`src/rtl/fsst_defs.vh`:
```
// Constants for the float sqrt/subtract/store/truncate slice
// Functional notes
// - Square root rounded by current mode
// - Square root of minus zero gives minus zero
// - Square root of negative flags invalid
// - Square root raises only its listed exceptions
// - Subtract second from first, round, write
// - Subtract raises only its listed exceptions
// - Offset store: sign-extended offset plus base
// - Misaligned word store raises address error first
// - Steer word into lanes, endian address fix
// - Word store takes low 32 register bits
// - Word stores raise only listed exceptions
// - Indexed store: base plus index address
// - Long truncation rounds toward zero always
// - Truncation invalid on inf, NaN, range
// - Invalid traps if enabled, else max
// - Word truncation toward zero to 32 bits
`ifndef FSST_DEFS_VH
`define FSST_DEFS_VH
// Operation select codes
`define FSST_OP_SQRT   3'h0
`define FSST_OP_SUB    3'h1
`define FSST_OP_STOFS  3'h2
`define FSST_OP_STIDX  3'h3
`define FSST_OP_TRUNCL 3'h4
`define FSST_OP_TRUNCW 3'h5
// Format field values
`define FSST_FMT_S     5'h10
`define FSST_FMT_D     5'h11
// Exception codes
`define FSST_EXC_NONE  4'h0
`define FSST_EXC_CPU   4'h1
`define FSST_EXC_RI    4'h2
`define FSST_EXC_UNIMP 4'h3
`define FSST_EXC_INV   4'h4
`define FSST_EXC_ADEL  4'h5
`define FSST_EXC_TLBR  4'h6
`define FSST_EXC_TLBI  4'h7
`define FSST_EXC_TLBM  4'h8
// Rounding modes
`define FSST_RM_NEAR   2'h0
`define FSST_RM_ZERO   2'h1
`define FSST_RM_PINF   2'h2
`define FSST_RM_MINF   2'h3
// Flag bit positions
`define FSST_FL_INX    0
`define FSST_FL_UNF    1
`define FSST_FL_OVF    2
`define FSST_FL_INV    3
// Default values
`define FSST_QNAN_S    32'h7fbfffff
`define FSST_MAX_L     64'h7fffffffffffffff
`define FSST_MAX_W     64'h000000007fffffff
`define FSST_EXP_BIAS  10'h07f
`define FSST_ROOT_STEPS 26
`endif

```
`src/rtl/fsst_root.v`:
```
// Iterative restoring square root, one result bit per clock
`timescale 1ns/10ps
`include "fsst_defs.vh"
module fsst_root #(
   parameter ROOT_W = `FSST_ROOT_STEPS
)(
   input  wire                clock,    // Core clock
   input  wire                rst,      // Async reset
   input  wire                start,    // Begin a root
   input  wire [2*ROOT_W-1:0] radicand, // Value to root
   output reg                 done_ff,  // Root ready pulse
   output reg  [ROOT_W-1:0]   root_ff,  // Integer root
   output wire                sticky    // Remainder nonzero
);
   reg  [2*ROOT_W-1:0] rad_ff;  // Remaining radicand pairs
   reg  [ROOT_W+1:0]   rem_ff;  // Partial remainder
   reg  [7:0]          cnt_ff;  // Steps left
   wire [ROOT_W+3:0]   cur;     // Remainder with next pair
   wire [ROOT_W+3:0]   sub;     // Trial subtrahend
   assign cur    = {rem_ff, rad_ff[2*ROOT_W-1:2*ROOT_W-2]};
   assign sub    = {2'b00, root_ff, 2'b01};
   assign sticky = |rem_ff;
   ////////////////////////////////////////////////////////////////
   // One trial subtraction per step
   always @(posedge clock or posedge rst)
   begin
      if (rst)
      begin
         rad_ff  <= {2*ROOT_W{1'b0}};
         rem_ff  <= {(ROOT_W+2){1'b0}};
         root_ff <= {ROOT_W{1'b0}};
         cnt_ff  <= 8'h00;
         done_ff <= 1'b0;
      end
      else
      begin
         done_ff <= 1'b0;
         if (start)
         begin
            // Load and clear
            rad_ff  <= radicand;
            rem_ff  <= {(ROOT_W+2){1'b0}};
            root_ff <= {ROOT_W{1'b0}};
            cnt_ff  <= ROOT_W[7:0];
         end
         else if (cnt_ff != 8'h00)
         begin
            rad_ff <= {rad_ff[2*ROOT_W-3:0], 2'b00};
            if (cur >= sub)
            begin
               // Bit is one
               rem_ff  <= cur[ROOT_W+1:0] - sub[ROOT_W+1:0];
               root_ff <= {root_ff[ROOT_W-2:0], 1'b1};
            end
            else
            begin
               // Bit is zero
               rem_ff  <= cur[ROOT_W+1:0];
               root_ff <= {root_ff[ROOT_W-2:0], 1'b0};
            end
            cnt_ff  <= cnt_ff - 8'h01;
            done_ff <= (cnt_ff == 8'h01);
         end
      end
   end
endmodule

```
`src/rtl/fsst_top.v`:
```
// Float slice: square root, subtract, word stores, truncation
`timescale 1ns/10ps
`include "fsst_defs.vh"
module fsst_top #(
   parameter PA_W = 36
)(
   input  wire            clock,               // Core clock
   input  wire            rst,                 // Async reset
   input  wire            op_valid,            // Issue request
   input  wire [2:0]      op_sel,              // Operation
   input  wire [4:0]      op_fmt,              // Format field
   input  wire            cop_usable,          // Coprocessor on
   input  wire [63:0]     first_source_val,    // Register fs
   input  wire [63:0]     second_source_val,   // Register ft
   input  wire [63:0]     base_val,            // Base register
   input  wire [63:0]     index_val,           // Index register
   input  wire [15:0]     offset_val,          // Offset field
   input  wire [1:0]      round_mode,          // Rounding mode
   input  wire            invalid_enable,      // Invalid trap on
   input  wire            fgr_is_64,           // 64-bit registers
   input  wire            reverse_endian_flag, // Reverse endian
   input  wire            big_endian_flag,     // Big endian core
   input  wire            xlat_ack,            // Translation done
   input  wire [PA_W-1:0] xlat_paddr,          // Physical address
   input  wire [1:0]      xlat_exc,            // Translation fault
   output reg             busy_ff,             // Slice busy
   output reg             done_ff,             // Completion pulse
   output reg  [3:0]      exc_ff,              // Exception code
   output reg  [3:0]      flags_ff,            // Float flags
   output reg             dest_we_ff,          // Destination write
   output reg  [63:0]     dest_val_ff,         // Destination value
   output reg             xlat_req_ff,         // Translate request
   output reg  [63:0]     xlat_vaddr_ff,       // Virtual address
   output reg             mem_wr_ff,           // Memory write
   output reg  [PA_W-1:0] mem_paddr_ff,        // Write address
   output reg  [63:0]     mem_data_ff,         // Write data
   output reg  [7:0]      mem_be_ff            // Byte enables
);
   localparam ST_IDLE = 2'h0; // Waiting
   localparam ST_ROOT = 2'h1; // Root running
   localparam ST_XLAT = 2'h2; // Awaiting translation
   reg  [1:0]  st_ff;     // Control state
   reg  [31:0] word_ff;   // Store word
   reg  [2:0]  bsel_ff;   // Byte lane select
   reg  [9:0]  rexp_ff;   // Root exponent
   reg         rstart_ff; // Root start pulse
   reg  [51:0] rad_ff;    // Root radicand
   wire        rdone;     // Root finished
   wire [25:0] root;      // Root bits
   wire        rsticky;   // Root inexact tail
   ////////////////////////////////////////////////////////////////
   // Round and pack single: {ovf, inx, value}
   function [33:0] rpack;
      input       s;
      input [9:0] e;
      input [23:0] m;
      input       g;
      input       rs;
      input [1:0] rm;
      reg         inc;
      reg [24:0]  mr;
      reg [9:0]   ee;
      begin
         case (rm)
            `FSST_RM_NEAR: inc = g & (rs | m[0]);
            `FSST_RM_PINF: inc = ~s & (g | rs);
            `FSST_RM_MINF: inc = s & (g | rs);
            default:       inc = 1'b0;
         endcase
         mr = {1'b0, m} + {24'h000000, inc};
         ee = e + {9'h000, mr[24]};
         if (ee >= 10'h0ff)
         begin
            // Overflow: infinity or largest finite
            if (rm == `FSST_RM_ZERO || (rm == `FSST_RM_PINF && s) ||
                (rm == `FSST_RM_MINF && !s))
               rpack = {2'b11, s, 31'h7f7fffff};
            else
               rpack = {2'b11, s, 31'h7f800000};
         end
         else if (mr[24])
            rpack = {1'b0, g | rs, s, ee[7:0], mr[23:1]};
         else
            rpack = {1'b0, g | rs, s, ee[7:0], mr[22:0]};
      end
   endfunction
   ////////////////////////////////////////////////////////////////
   // Operand decode
   wire [31:0] a     = first_source_val[31:0];
   wire [31:0] b     = second_source_val[31:0];
   wire [7:0]  ea    = a[30:23];
   wire [7:0]  eb    = b[30:23];
   wire        a_nan = (&ea) & (|a[22:0]);
   wire        b_nan = (&eb) & (|b[22:0]);
   wire        a_inf = (&ea) & ~(|a[22:0]);
   wire        b_inf = (&eb) & ~(|b[22:0]);
   wire        a_den = ~(|ea) & (|a[22:0]);
   wire        b_den = ~(|eb) & (|b[22:0]);
   wire        a_zer = ~(|a[30:0]);
   wire        fmt_s = (op_fmt == `FSST_FMT_S);
   wire        fmt_d = (op_fmt == `FSST_FMT_D);
   ////////////////////////////////////////////////////////////////
   // Subtract datapath
   reg         sl, ss;    // Signs, larger/smaller
   reg  [7:0]  el, es, d; // Exponents and gap
   reg  [23:0] ml, ms;    // Significands
   reg  [26:0] al;        // Aligned smaller
   reg         stk;       // Alignment sticky
   reg  [27:0] sum;       // Raw sum
   reg  [26:0] nrm;       // Normalised sum
   reg  [9:0]  ne;        // Normalised exponent
   reg  [4:0]  pos;       // Leading one position
   reg  [33:0] spk;       // Packed result
   reg  [31:0] sub_res;   // Subtract value
   reg  [3:0]  sub_flg;   // Subtract flags
   reg         sub_unimp; // Needs software
   integer     i;
   always @*
   begin
      sl = a[31]; ss = ~b[31]; el = ea; es = eb;
      ml = {|ea, a[22:0]}; ms = {|eb, b[22:0]};
      if ({eb, |eb, b[22:0]} > {ea, |ea, a[22:0]})
      begin
         // Larger magnitude first
         sl = ~b[31]; ss = a[31]; el = eb; es = ea;
         ml = {|eb, b[22:0]}; ms = {|ea, a[22:0]};
      end
      d = el - es;
      if (d > 8'd26)
      begin
         al = 27'h0000000; stk = |ms;
      end
      else
      begin
         al  = {ms, 3'b000} >> d;
         stk = |({ms, 3'b000} & ~(27'h7ffffff << d));
      end
      if (sl == ss)
         sum = {1'b0, ml, 3'b000} + {1'b0, al[26:1], al[0] | stk};
      else
         sum = {1'b0, ml, 3'b000} - {1'b0, al[26:1], al[0] | stk};
      pos = 5'd0;
      for (i = 0; i < 27; i = i + 1)
         if (sum[i]) pos = i[4:0];
      if (sum[27])
      begin
         nrm = {sum[27:2], sum[1] | sum[0]};
         ne  = {2'b00, el} + 10'h001;
      end
      else
      begin
         nrm = sum[26:0] << (5'd26 - pos);
         ne  = {2'b00, el} - {5'h00, 5'd26 - pos};
      end
      spk = rpack(sl, ne, nrm[26:3], nrm[2], |nrm[1:0], round_mode);
      sub_res = spk[31:0]; sub_flg = 4'h0; sub_unimp = 1'b0;
      if (a_den | b_den)
         sub_unimp = 1'b1;
      else if (a_nan | b_nan)
      begin
         // Signalling NaN is invalid; any NaN operand gives the default quiet NaN
         sub_res = `FSST_QNAN_S;
         sub_flg[`FSST_FL_INV] = (a_nan & a[22]) | (b_nan & b[22]);
      end
      else if (a_inf & b_inf & (a[31] == b[31]))
      begin
         sub_res = `FSST_QNAN_S;
         sub_flg[`FSST_FL_INV] = 1'b1;
      end
      else if (a_inf | b_inf)
         sub_res = a_inf ? a : {~b[31], b[30:0]};
      else if (sum == 28'h0000000)
         sub_res = {(sl == ss) ? sl : (round_mode == `FSST_RM_MINF),
                    31'h0};
      else if ($signed(ne) < 10'sd1)
         sub_unimp = 1'b1;
      else
      begin
         sub_res = spk[31:0];
         sub_flg[`FSST_FL_INX] = spk[32];
         sub_flg[`FSST_FL_OVF] = spk[33];
      end
   end
   ////////////////////////////////////////////////////////////////
   // Truncation datapath, always toward zero
   wire [9:0]  ue   = {2'b00, ea} - `FSST_EXP_BIAS;
   wire [87:0] full = {64'h0, 1'b1, a[22:0]} << ue[5:0];
   wire [63:0] mag  = full[86:23];
   wire        tlong = (op_sel == `FSST_OP_TRUNCL);
   reg  [63:0] trn_res; // Truncated value
   reg         trn_inv; // Not representable
   reg         trn_inx; // Fraction dropped
   always @*
   begin
      trn_res = 64'h0; trn_inv = 1'b0; trn_inx = 1'b0;
      if (a_nan | a_inf)
         trn_inv = 1'b1;
      else if (ea < 8'd127)
         trn_inx = ~a_zer;
      else if (ue > 10'd63)
         trn_inv = 1'b1;
      else if (tlong ? (mag[63] & ~(a[31] & mag == 64'h1 << 63))
                     : ((|mag[63:31]) & ~(a[31] & mag == 64'h80000000)))
         trn_inv = 1'b1;
      else
      begin
         trn_inx = |full[22:0];
         trn_res = a[31] ? (64'h0 - mag) : mag;
         if (!tlong)
            trn_res = {32'h0, trn_res[31:0]};
      end
   end
   ////////////////////////////////////////////////////////////////
   // Square root operand screening and result packing
   wire [33:0] qpk = rpack(1'b0, rexp_ff, root[25:2], root[1],
                           root[0] | rsticky, round_mode);
   wire        sq_snan = a_nan & a[22];
   wire        sq_neg  = a[31] & ~a_zer & ~a_nan;
   ////////////////////////////////////////////////////////////////
   // Store address and lane steering
   wire        st_idx = (op_sel == `FSST_OP_STIDX);
   wire [63:0] vaddr  = base_val + (st_idx ? index_val :
                        {{48{offset_val[15]}}, offset_val});
   fsst_root #(.ROOT_W(`FSST_ROOT_STEPS)) u_root (
      .clock    (clock),
      .rst      (rst),
      .start    (rstart_ff),
      .radicand (rad_ff),
      .done_ff  (rdone),
      .root_ff  (root),
      .sticky   (rsticky)
   );
   ////////////////////////////////////////////////////////////////
   // Sequencing, completion and memory side
   always @(posedge clock or posedge rst)
   begin
      if (rst)
      begin
         st_ff <= ST_IDLE; busy_ff <= 1'b0; done_ff <= 1'b0;
         exc_ff <= `FSST_EXC_NONE; flags_ff <= 4'h0;
         dest_we_ff <= 1'b0; dest_val_ff <= 64'h0;
         xlat_req_ff <= 1'b0; xlat_vaddr_ff <= 64'h0;
         mem_wr_ff <= 1'b0; mem_paddr_ff <= {PA_W{1'b0}};
         mem_data_ff <= 64'h0; mem_be_ff <= 8'h00;
         word_ff <= 32'h0; bsel_ff <= 3'h0;
         rexp_ff <= 10'h000; rstart_ff <= 1'b0; rad_ff <= 52'h0;
      end
      else
      begin
         done_ff <= 1'b0; dest_we_ff <= 1'b0;
         mem_wr_ff <= 1'b0; rstart_ff <= 1'b0;
         case (st_ff)
            ST_IDLE:
            if (op_valid)
            begin
               // Default: complete now with no effects
               done_ff <= 1'b1; exc_ff <= `FSST_EXC_NONE;
               flags_ff <= 4'h0;
               if (!cop_usable)
                  exc_ff <= `FSST_EXC_CPU;
               else if (op_sel > `FSST_OP_TRUNCW ||
                        (op_sel != `FSST_OP_STOFS && !st_idx &&
                         !fmt_s && !fmt_d))
                  exc_ff <= `FSST_EXC_RI;
               else if (op_sel == `FSST_OP_STOFS || st_idx)
               begin
                  if (vaddr[1:0] != 2'b00)
                     exc_ff <= `FSST_EXC_ADEL;
                  else
                  begin
                     done_ff <= 1'b0; busy_ff <= 1'b1;
                     xlat_req_ff <= 1'b1; xlat_vaddr_ff <= vaddr;
                     word_ff <= st_idx ? first_source_val[31:0]
                                       : second_source_val[31:0];
                     bsel_ff <= vaddr[2:0] ^ {big_endian_flag, 2'b00};
                     st_ff <= ST_XLAT;
                  end
               end
               else if (fmt_d)
                  exc_ff <= `FSST_EXC_UNIMP;
               else if (op_sel == `FSST_OP_SUB)
               begin
                  if (sub_unimp)
                     exc_ff <= `FSST_EXC_UNIMP;
                  else if (sub_flg[`FSST_FL_INV] && invalid_enable)
                  begin
                     exc_ff <= `FSST_EXC_INV; flags_ff <= sub_flg;
                  end
                  else
                  begin
                     flags_ff <= sub_flg; dest_we_ff <= 1'b1;
                     dest_val_ff <= {32'h0, sub_res};
                  end
               end
               else if (op_sel == `FSST_OP_SQRT)
               begin
                  if (a_den)
                     exc_ff <= `FSST_EXC_UNIMP;
                  else if ((sq_snan | sq_neg) && invalid_enable)
                  begin
                     exc_ff <= `FSST_EXC_INV;
                     flags_ff <= 4'h1 << `FSST_FL_INV;
                  end
                  else if (sq_snan | sq_neg | a_nan)
                  begin
                     flags_ff <= {sq_snan | sq_neg, 3'b000};
                     dest_we_ff <= 1'b1;
                     dest_val_ff <= {32'h0, `FSST_QNAN_S};
                  end
                  else if (a_zer | a_inf)
                  begin
                     dest_we_ff <= 1'b1;
                     dest_val_ff <= {32'h0, a};
                  end
                  else
                  begin
                     // Start iterative root
                     done_ff <= 1'b0; busy_ff <= 1'b1;
                     rstart_ff <= 1'b1; st_ff <= ST_ROOT;
                     rexp_ff <= ({2'b00, ea} + `FSST_EXP_BIAS) >> 1;
                     rad_ff <= ea[0] ? {1'b0, 1'b1, a[22:0], 27'h0}
                                     : {1'b1, a[22:0], 28'h0};
                  end
               end
               else
               begin
                  // Truncation to long or word
                  flags_ff <= {trn_inv, 2'b00, trn_inx};
                  if (trn_inv && invalid_enable)
                     exc_ff <= `FSST_EXC_INV;
                  else
                  begin
                     dest_we_ff <= 1'b1;
                     dest_val_ff <= trn_inv ? (tlong ? `FSST_MAX_L
                                    : `FSST_MAX_W) : trn_res;
                  end
               end
            end
            ST_ROOT:
            if (rdone)
            begin
               // Root done: round and write
               done_ff <= 1'b1; busy_ff <= 1'b0; st_ff <= ST_IDLE;
               dest_we_ff <= 1'b1; dest_val_ff <= {32'h0, qpk[31:0]};
               flags_ff <= {3'b000, qpk[32]};
            end
            ST_XLAT:
            if (xlat_ack)
            begin
               done_ff <= 1'b1; busy_ff <= 1'b0; st_ff <= ST_IDLE;
               xlat_req_ff <= 1'b0;
               if (xlat_exc != 2'b00)
                  exc_ff <= `FSST_EXC_TLBR + {2'b00, xlat_exc} - 4'h1;
               else
               begin
                  mem_wr_ff <= 1'b1;
                  mem_paddr_ff <= {xlat_paddr[PA_W-1:3],
                     xlat_paddr[2:0] ^ {reverse_endian_flag, 2'b00}};
                  mem_data_ff <= bsel_ff[2] ? {word_ff, 32'h0}
                                            : {32'h0, word_ff};
                  mem_be_ff <= bsel_ff[2] ? 8'hf0 : 8'h0f;
               end
            end
            default:
               st_ff <= ST_IDLE;
         endcase
      end
   end
endmodule

```
`config.mk`:
```
export PLATFORM = sky130hd
export DESIGN_NAME = fsst_top
export DESIGN_NICKNAME = d
export VERILOG_FILES = /design/src/rtl/fsst_root.v /design/src/rtl/fsst_top.v
export VERILOG_INCLUDE_DIRS = /design/src /design/src/rtl
export SDC_FILE = /design/constraint.sdc
export NUM_CORES = 2
export LEC_CHECK = 0
export BUFFER_PORTS_ARGS = -buffer_cell sky130_fd_sc_hd__buf_2
export CAP_MARGIN = 10
export CORE_ASPECT_RATIO = 1.25
export CORE_MARGIN = 4
export CORE_UTILIZATION = 40
export DETAILED_ROUTE_END_ITERATION = 10
export PLACE_DENSITY_LB_ADDON = 0.05
export SETUP_SLACK_MARGIN = 0.1
export SKIP_CTS_REPAIR_TIMING = 1
export SYNTH_ARGS = -nofsm -noshare
export SYNTH_HDL_FRONTEND = slang
export SYNTH_SLANG_ARGS = --single-unit
export TNS_END_PERCENT = 100
```
`constraint.sdc`:
```
create_clock -name clock -period 40.2 [get_ports clock]
set_clock_uncertainty 0.1 [all_clocks]
set_input_delay 8.04 -clock clock [delete_from_list [all_inputs] [get_ports clock]]
set_output_delay 8.04 -clock clock [all_outputs]
set_load 0.03 [all_outputs]
```
==> impl_metrics.tcl <==
set metrics [dict create \
    drt-pass1-iter-count 8 \
    antenna_found_initial 20 \
    clk_latency_ns 0.63 \
    fillers 10000 \
    syn_nets 5689 \
    fin_cells 6766 \
    cp-end-kind "flip-flop" \
    synth.area.top_cells "dfrtp_1 26%, nand2_1 8.2%, ha_1 6.6%" \
    path_class "in2reg" \
    seqCellArea_um2 9990 \
    final_common_cell "nand2_1" \
    dieArea_um2 101000 \
    core-area_um2 95800 \
    grt_pass1_vias 38000 \
    syn_inst 5154 \
    numCtsBuffers 47 \
    die_y_um 355 \
    power_density_nw_per_um2 55.4 \
    hold_class "reg2reg" \
    timing.fmax_ghz 0.0363 \
    power_mw 2.41 \
    portBuffers 511 \
    cap_violations 0 \
    yosys_warnings 0 \
    hold_viol 0 \
    path_common_cell "ha_1" \
    rows 127 \
    synth_seq_cells 399 \
    p_leak_nw 20.8 \
    period_needed_ns 27.55 \
    gp_congestion 0.960 \
    cp_slowest_cell "nand2_1" \
    drt_iter0_drc 3694 \
    fin_ws_ns 12.65 \
    tritoncts "yes" \
    syn_to_final_growth_pct 13.0 \
    rsz0062_at_grt "no" \
    crit_start "first_source_val[23]" \
    final_cell_mix "837 x nand2_1, 511 x buf_2, 489 x o21ai_0" \
    grt.total_usage 0.309 \
    fin_setup_tns_ns 0 \
    dp.cells 6670 \
    ios 578 \
    syn_area_um2 38500 \
    crit_arrival_ns 28.01 \
    die_w_um 286 \
    ctsRootBufferMaster "clkbuf_16" \
    yosysTopAreaCellShare 0.259 \
    slew_headroom 0.225 \
    nets 5964 \
    cts_buffer_depth 3 \
    drive_gt1_frac 0.155 \
    ir_worst_vdd_mv 0.0322 \
    detail-route-antenna-nets 0 \
    yosysTopAreaCell "dfrtp_1" \
    drc 0 \
    ys_seq_area_frac 0.259 \
    r2r_start "u_root.rem_ff[7]$_DFFE_PP0P_" \
    slew_violations 0 \
    h-tree-depth 2 \
    synth_flop_cell "dfrtp_1" \
    syn-mean-instance-area_um2 7.48 \
    grt_start_max_net_pins 187 \
    post-place-ws_ns 12.42 \
    async_flop_share 1.00 \
    synth_edf_count 0 \
    tightest_slew_ns 1.16 \
    multi_input_area_um2 26600 \
    grt_overflow 0 \
    clock_sinks 399 \
    status "complete, no violations" \
    required_ns 40.66 \
    period_share 0.685 \
    grt_pass1_wl_um 244000 \
    cp-start-kind "primary input" \
    initial_core_util 0.402 \
    vias 39800 \
    cp_max_fo 55 \
    max_stage_delay_ns 0.95 \
    wirelength_um 163000 \
    path_clk_slew_ns 0.06 \
    hpwl_um 127000 \
    ys_types 117 \
    setup_viol 0 \
    min-delay-start "mem_data_ff[36]$_DFFE_PP0P_" \
    vias_per_cell 5.88 \
    post_drt_wl_per_cell_um 24.1 \
]
final cells by class:
| type | count | area share |
|---|---|---|
| inverters | 190 | 0.0166 |
| multi-input cells | 4217 | 0.610 |
| repair buffers | 574 | 0.0701 |
| flip-flops and latches | 399 | 0.229 |
| clock buffers | 66 | 0.0305 |
| well taps | 1290 | 0.0370 |
| diodes | 12 | 0.000689 |
| clock inverters | 18 | 0.00586 |
power by group:
part           total [mW]  leakage [nW]  switching [mW]  internal, mW
Combinational        1.39          14.8           0.897         0.490
Clock               0.442         0.769           0.189         0.252
Sequential          0.585          5.23          0.0860         0.499
logic make-up after synthesis:
logic type,after synthesis,share of synthesized area
flip-flops,399,0.259
multiplexers,241,0.0707
AND/OR/NAND/NOR,1954,0.234
adder cells (fa/ha/maj),206,0.0675
other,1,0.0000973
AO/OA/AOI/OAI,1589,0.263
XOR/XNOR,226,0.0515
buffers and inverters,538,0.0549
state kept, by name, summed over array words and instances, names as in the netlist, 2 cells and up:
name            flops
mem_data_ff        64
word_ff            32
xlat_vaddr_ff      64
u_root.rad_ff      25
u_root.cnt_ff       8
rad_ff             25
mem_be_ff           2
flags_ff            3
dest_val_ff        64
mem_paddr_ff       36
u_root.rem_ff      28
u_root.root_ff     26
st_ff               2
rexp_ff             8
exc_ff              4
critical path, delay by kind of cell:
kind                       cells  cell delay, ns
AOI/OAI and AO/OA             26            6.57
xor gates and xnor gates       1            0.84
adders and majority gates      8            2.61
muxes                          1            0.60
buffers and inverters          8            2.48
and+or+nand+nor               24            6.76
path summary, 6_finish.rpt:
path / slack (ns) / cells after the start / to
max in group asynchronous: 30.98 / 3 / xlat_vaddr_ff[46]$_DFFE_PP0P_
setup / recovery: 12.65 / 68 / dest_val_ff[0]$_DFFE_PP0P_
hold reg to reg: 0.36 / 2 / mem_data_ff[36]$_DFFE_PP0P_
min in group asynchronous: 7.51 / 2 / mem_paddr_ff[13]$_DFFE_PP0P_
hold / removal: 0.36 / 2 / mem_data_ff[36]$_DFFE_PP0P_
setup reg to reg: 33.47 / 26 / dest_val_ff[17]$_DFFE_PP0P_
synth_stat cells, types with 11 or more instances:
cell      count
a211o_1      14
a211oi_1     71
a21boi_0     11
a21o_1      124
a21oi_1     351
a221oi_1     11
a22oi_1      16
a31oi_1      48
a41oi_1      12
and2_1       47
and3_1       51
buf_1        36
buf_2        14
buf_4        14
clkbuf_1    281
dfrtp_1     399
ha_1        203
inv_1       181
mux2_2       55
mux2i_1     166
mux4_2       19
nand2_1     838
nand2b_1     75
nand3_1     160
nand4_1      44
nor2_1      420
nor2b_1      29
nor3_1       94
nor4_1       39
o211a_1      15
o211ai_1     57
o21a_1       27
o21ai_0     490
o21ai_1      13
o21bai_1     37
o221ai_1     19
o22a_1       11
o22ai_1      51
o31a_1       13
o31ai_1      76
or2_2        36
or3_1        49
or4_1        12
xnor2_1     151
xor2_1       74
per-layer routing:
layer | share of wire | up-vias | global-route usage
met3 | 0.064 | 268 | 0.0526
met2 | 0.49 | 1302 | 0.543
li1 | - | 19100 | -
met4 | 0.038 | 16 | 0.100
met5 | 0.00056 | - | 0
met1 | 0.41 | 19100 | 0.386
stage by stage:
| stage | instance area [um2] | util | hold slack [ns] |
|---|---|---|---|
| floorplan | 38500 | - | 0.350 |
| CTS | 43500 | 0.454 | 0.364 |
| global route | 43500 | 0.454 | 0.383 |
| detailed placement | 42000 | 0.438 | 0.350 |
| global placement | 42000 | 0.438 | 0.346 |
| finish | 43600 | 0.455 | 0.359 |
No activity file was read; power rests on OpenSTA's default activity.
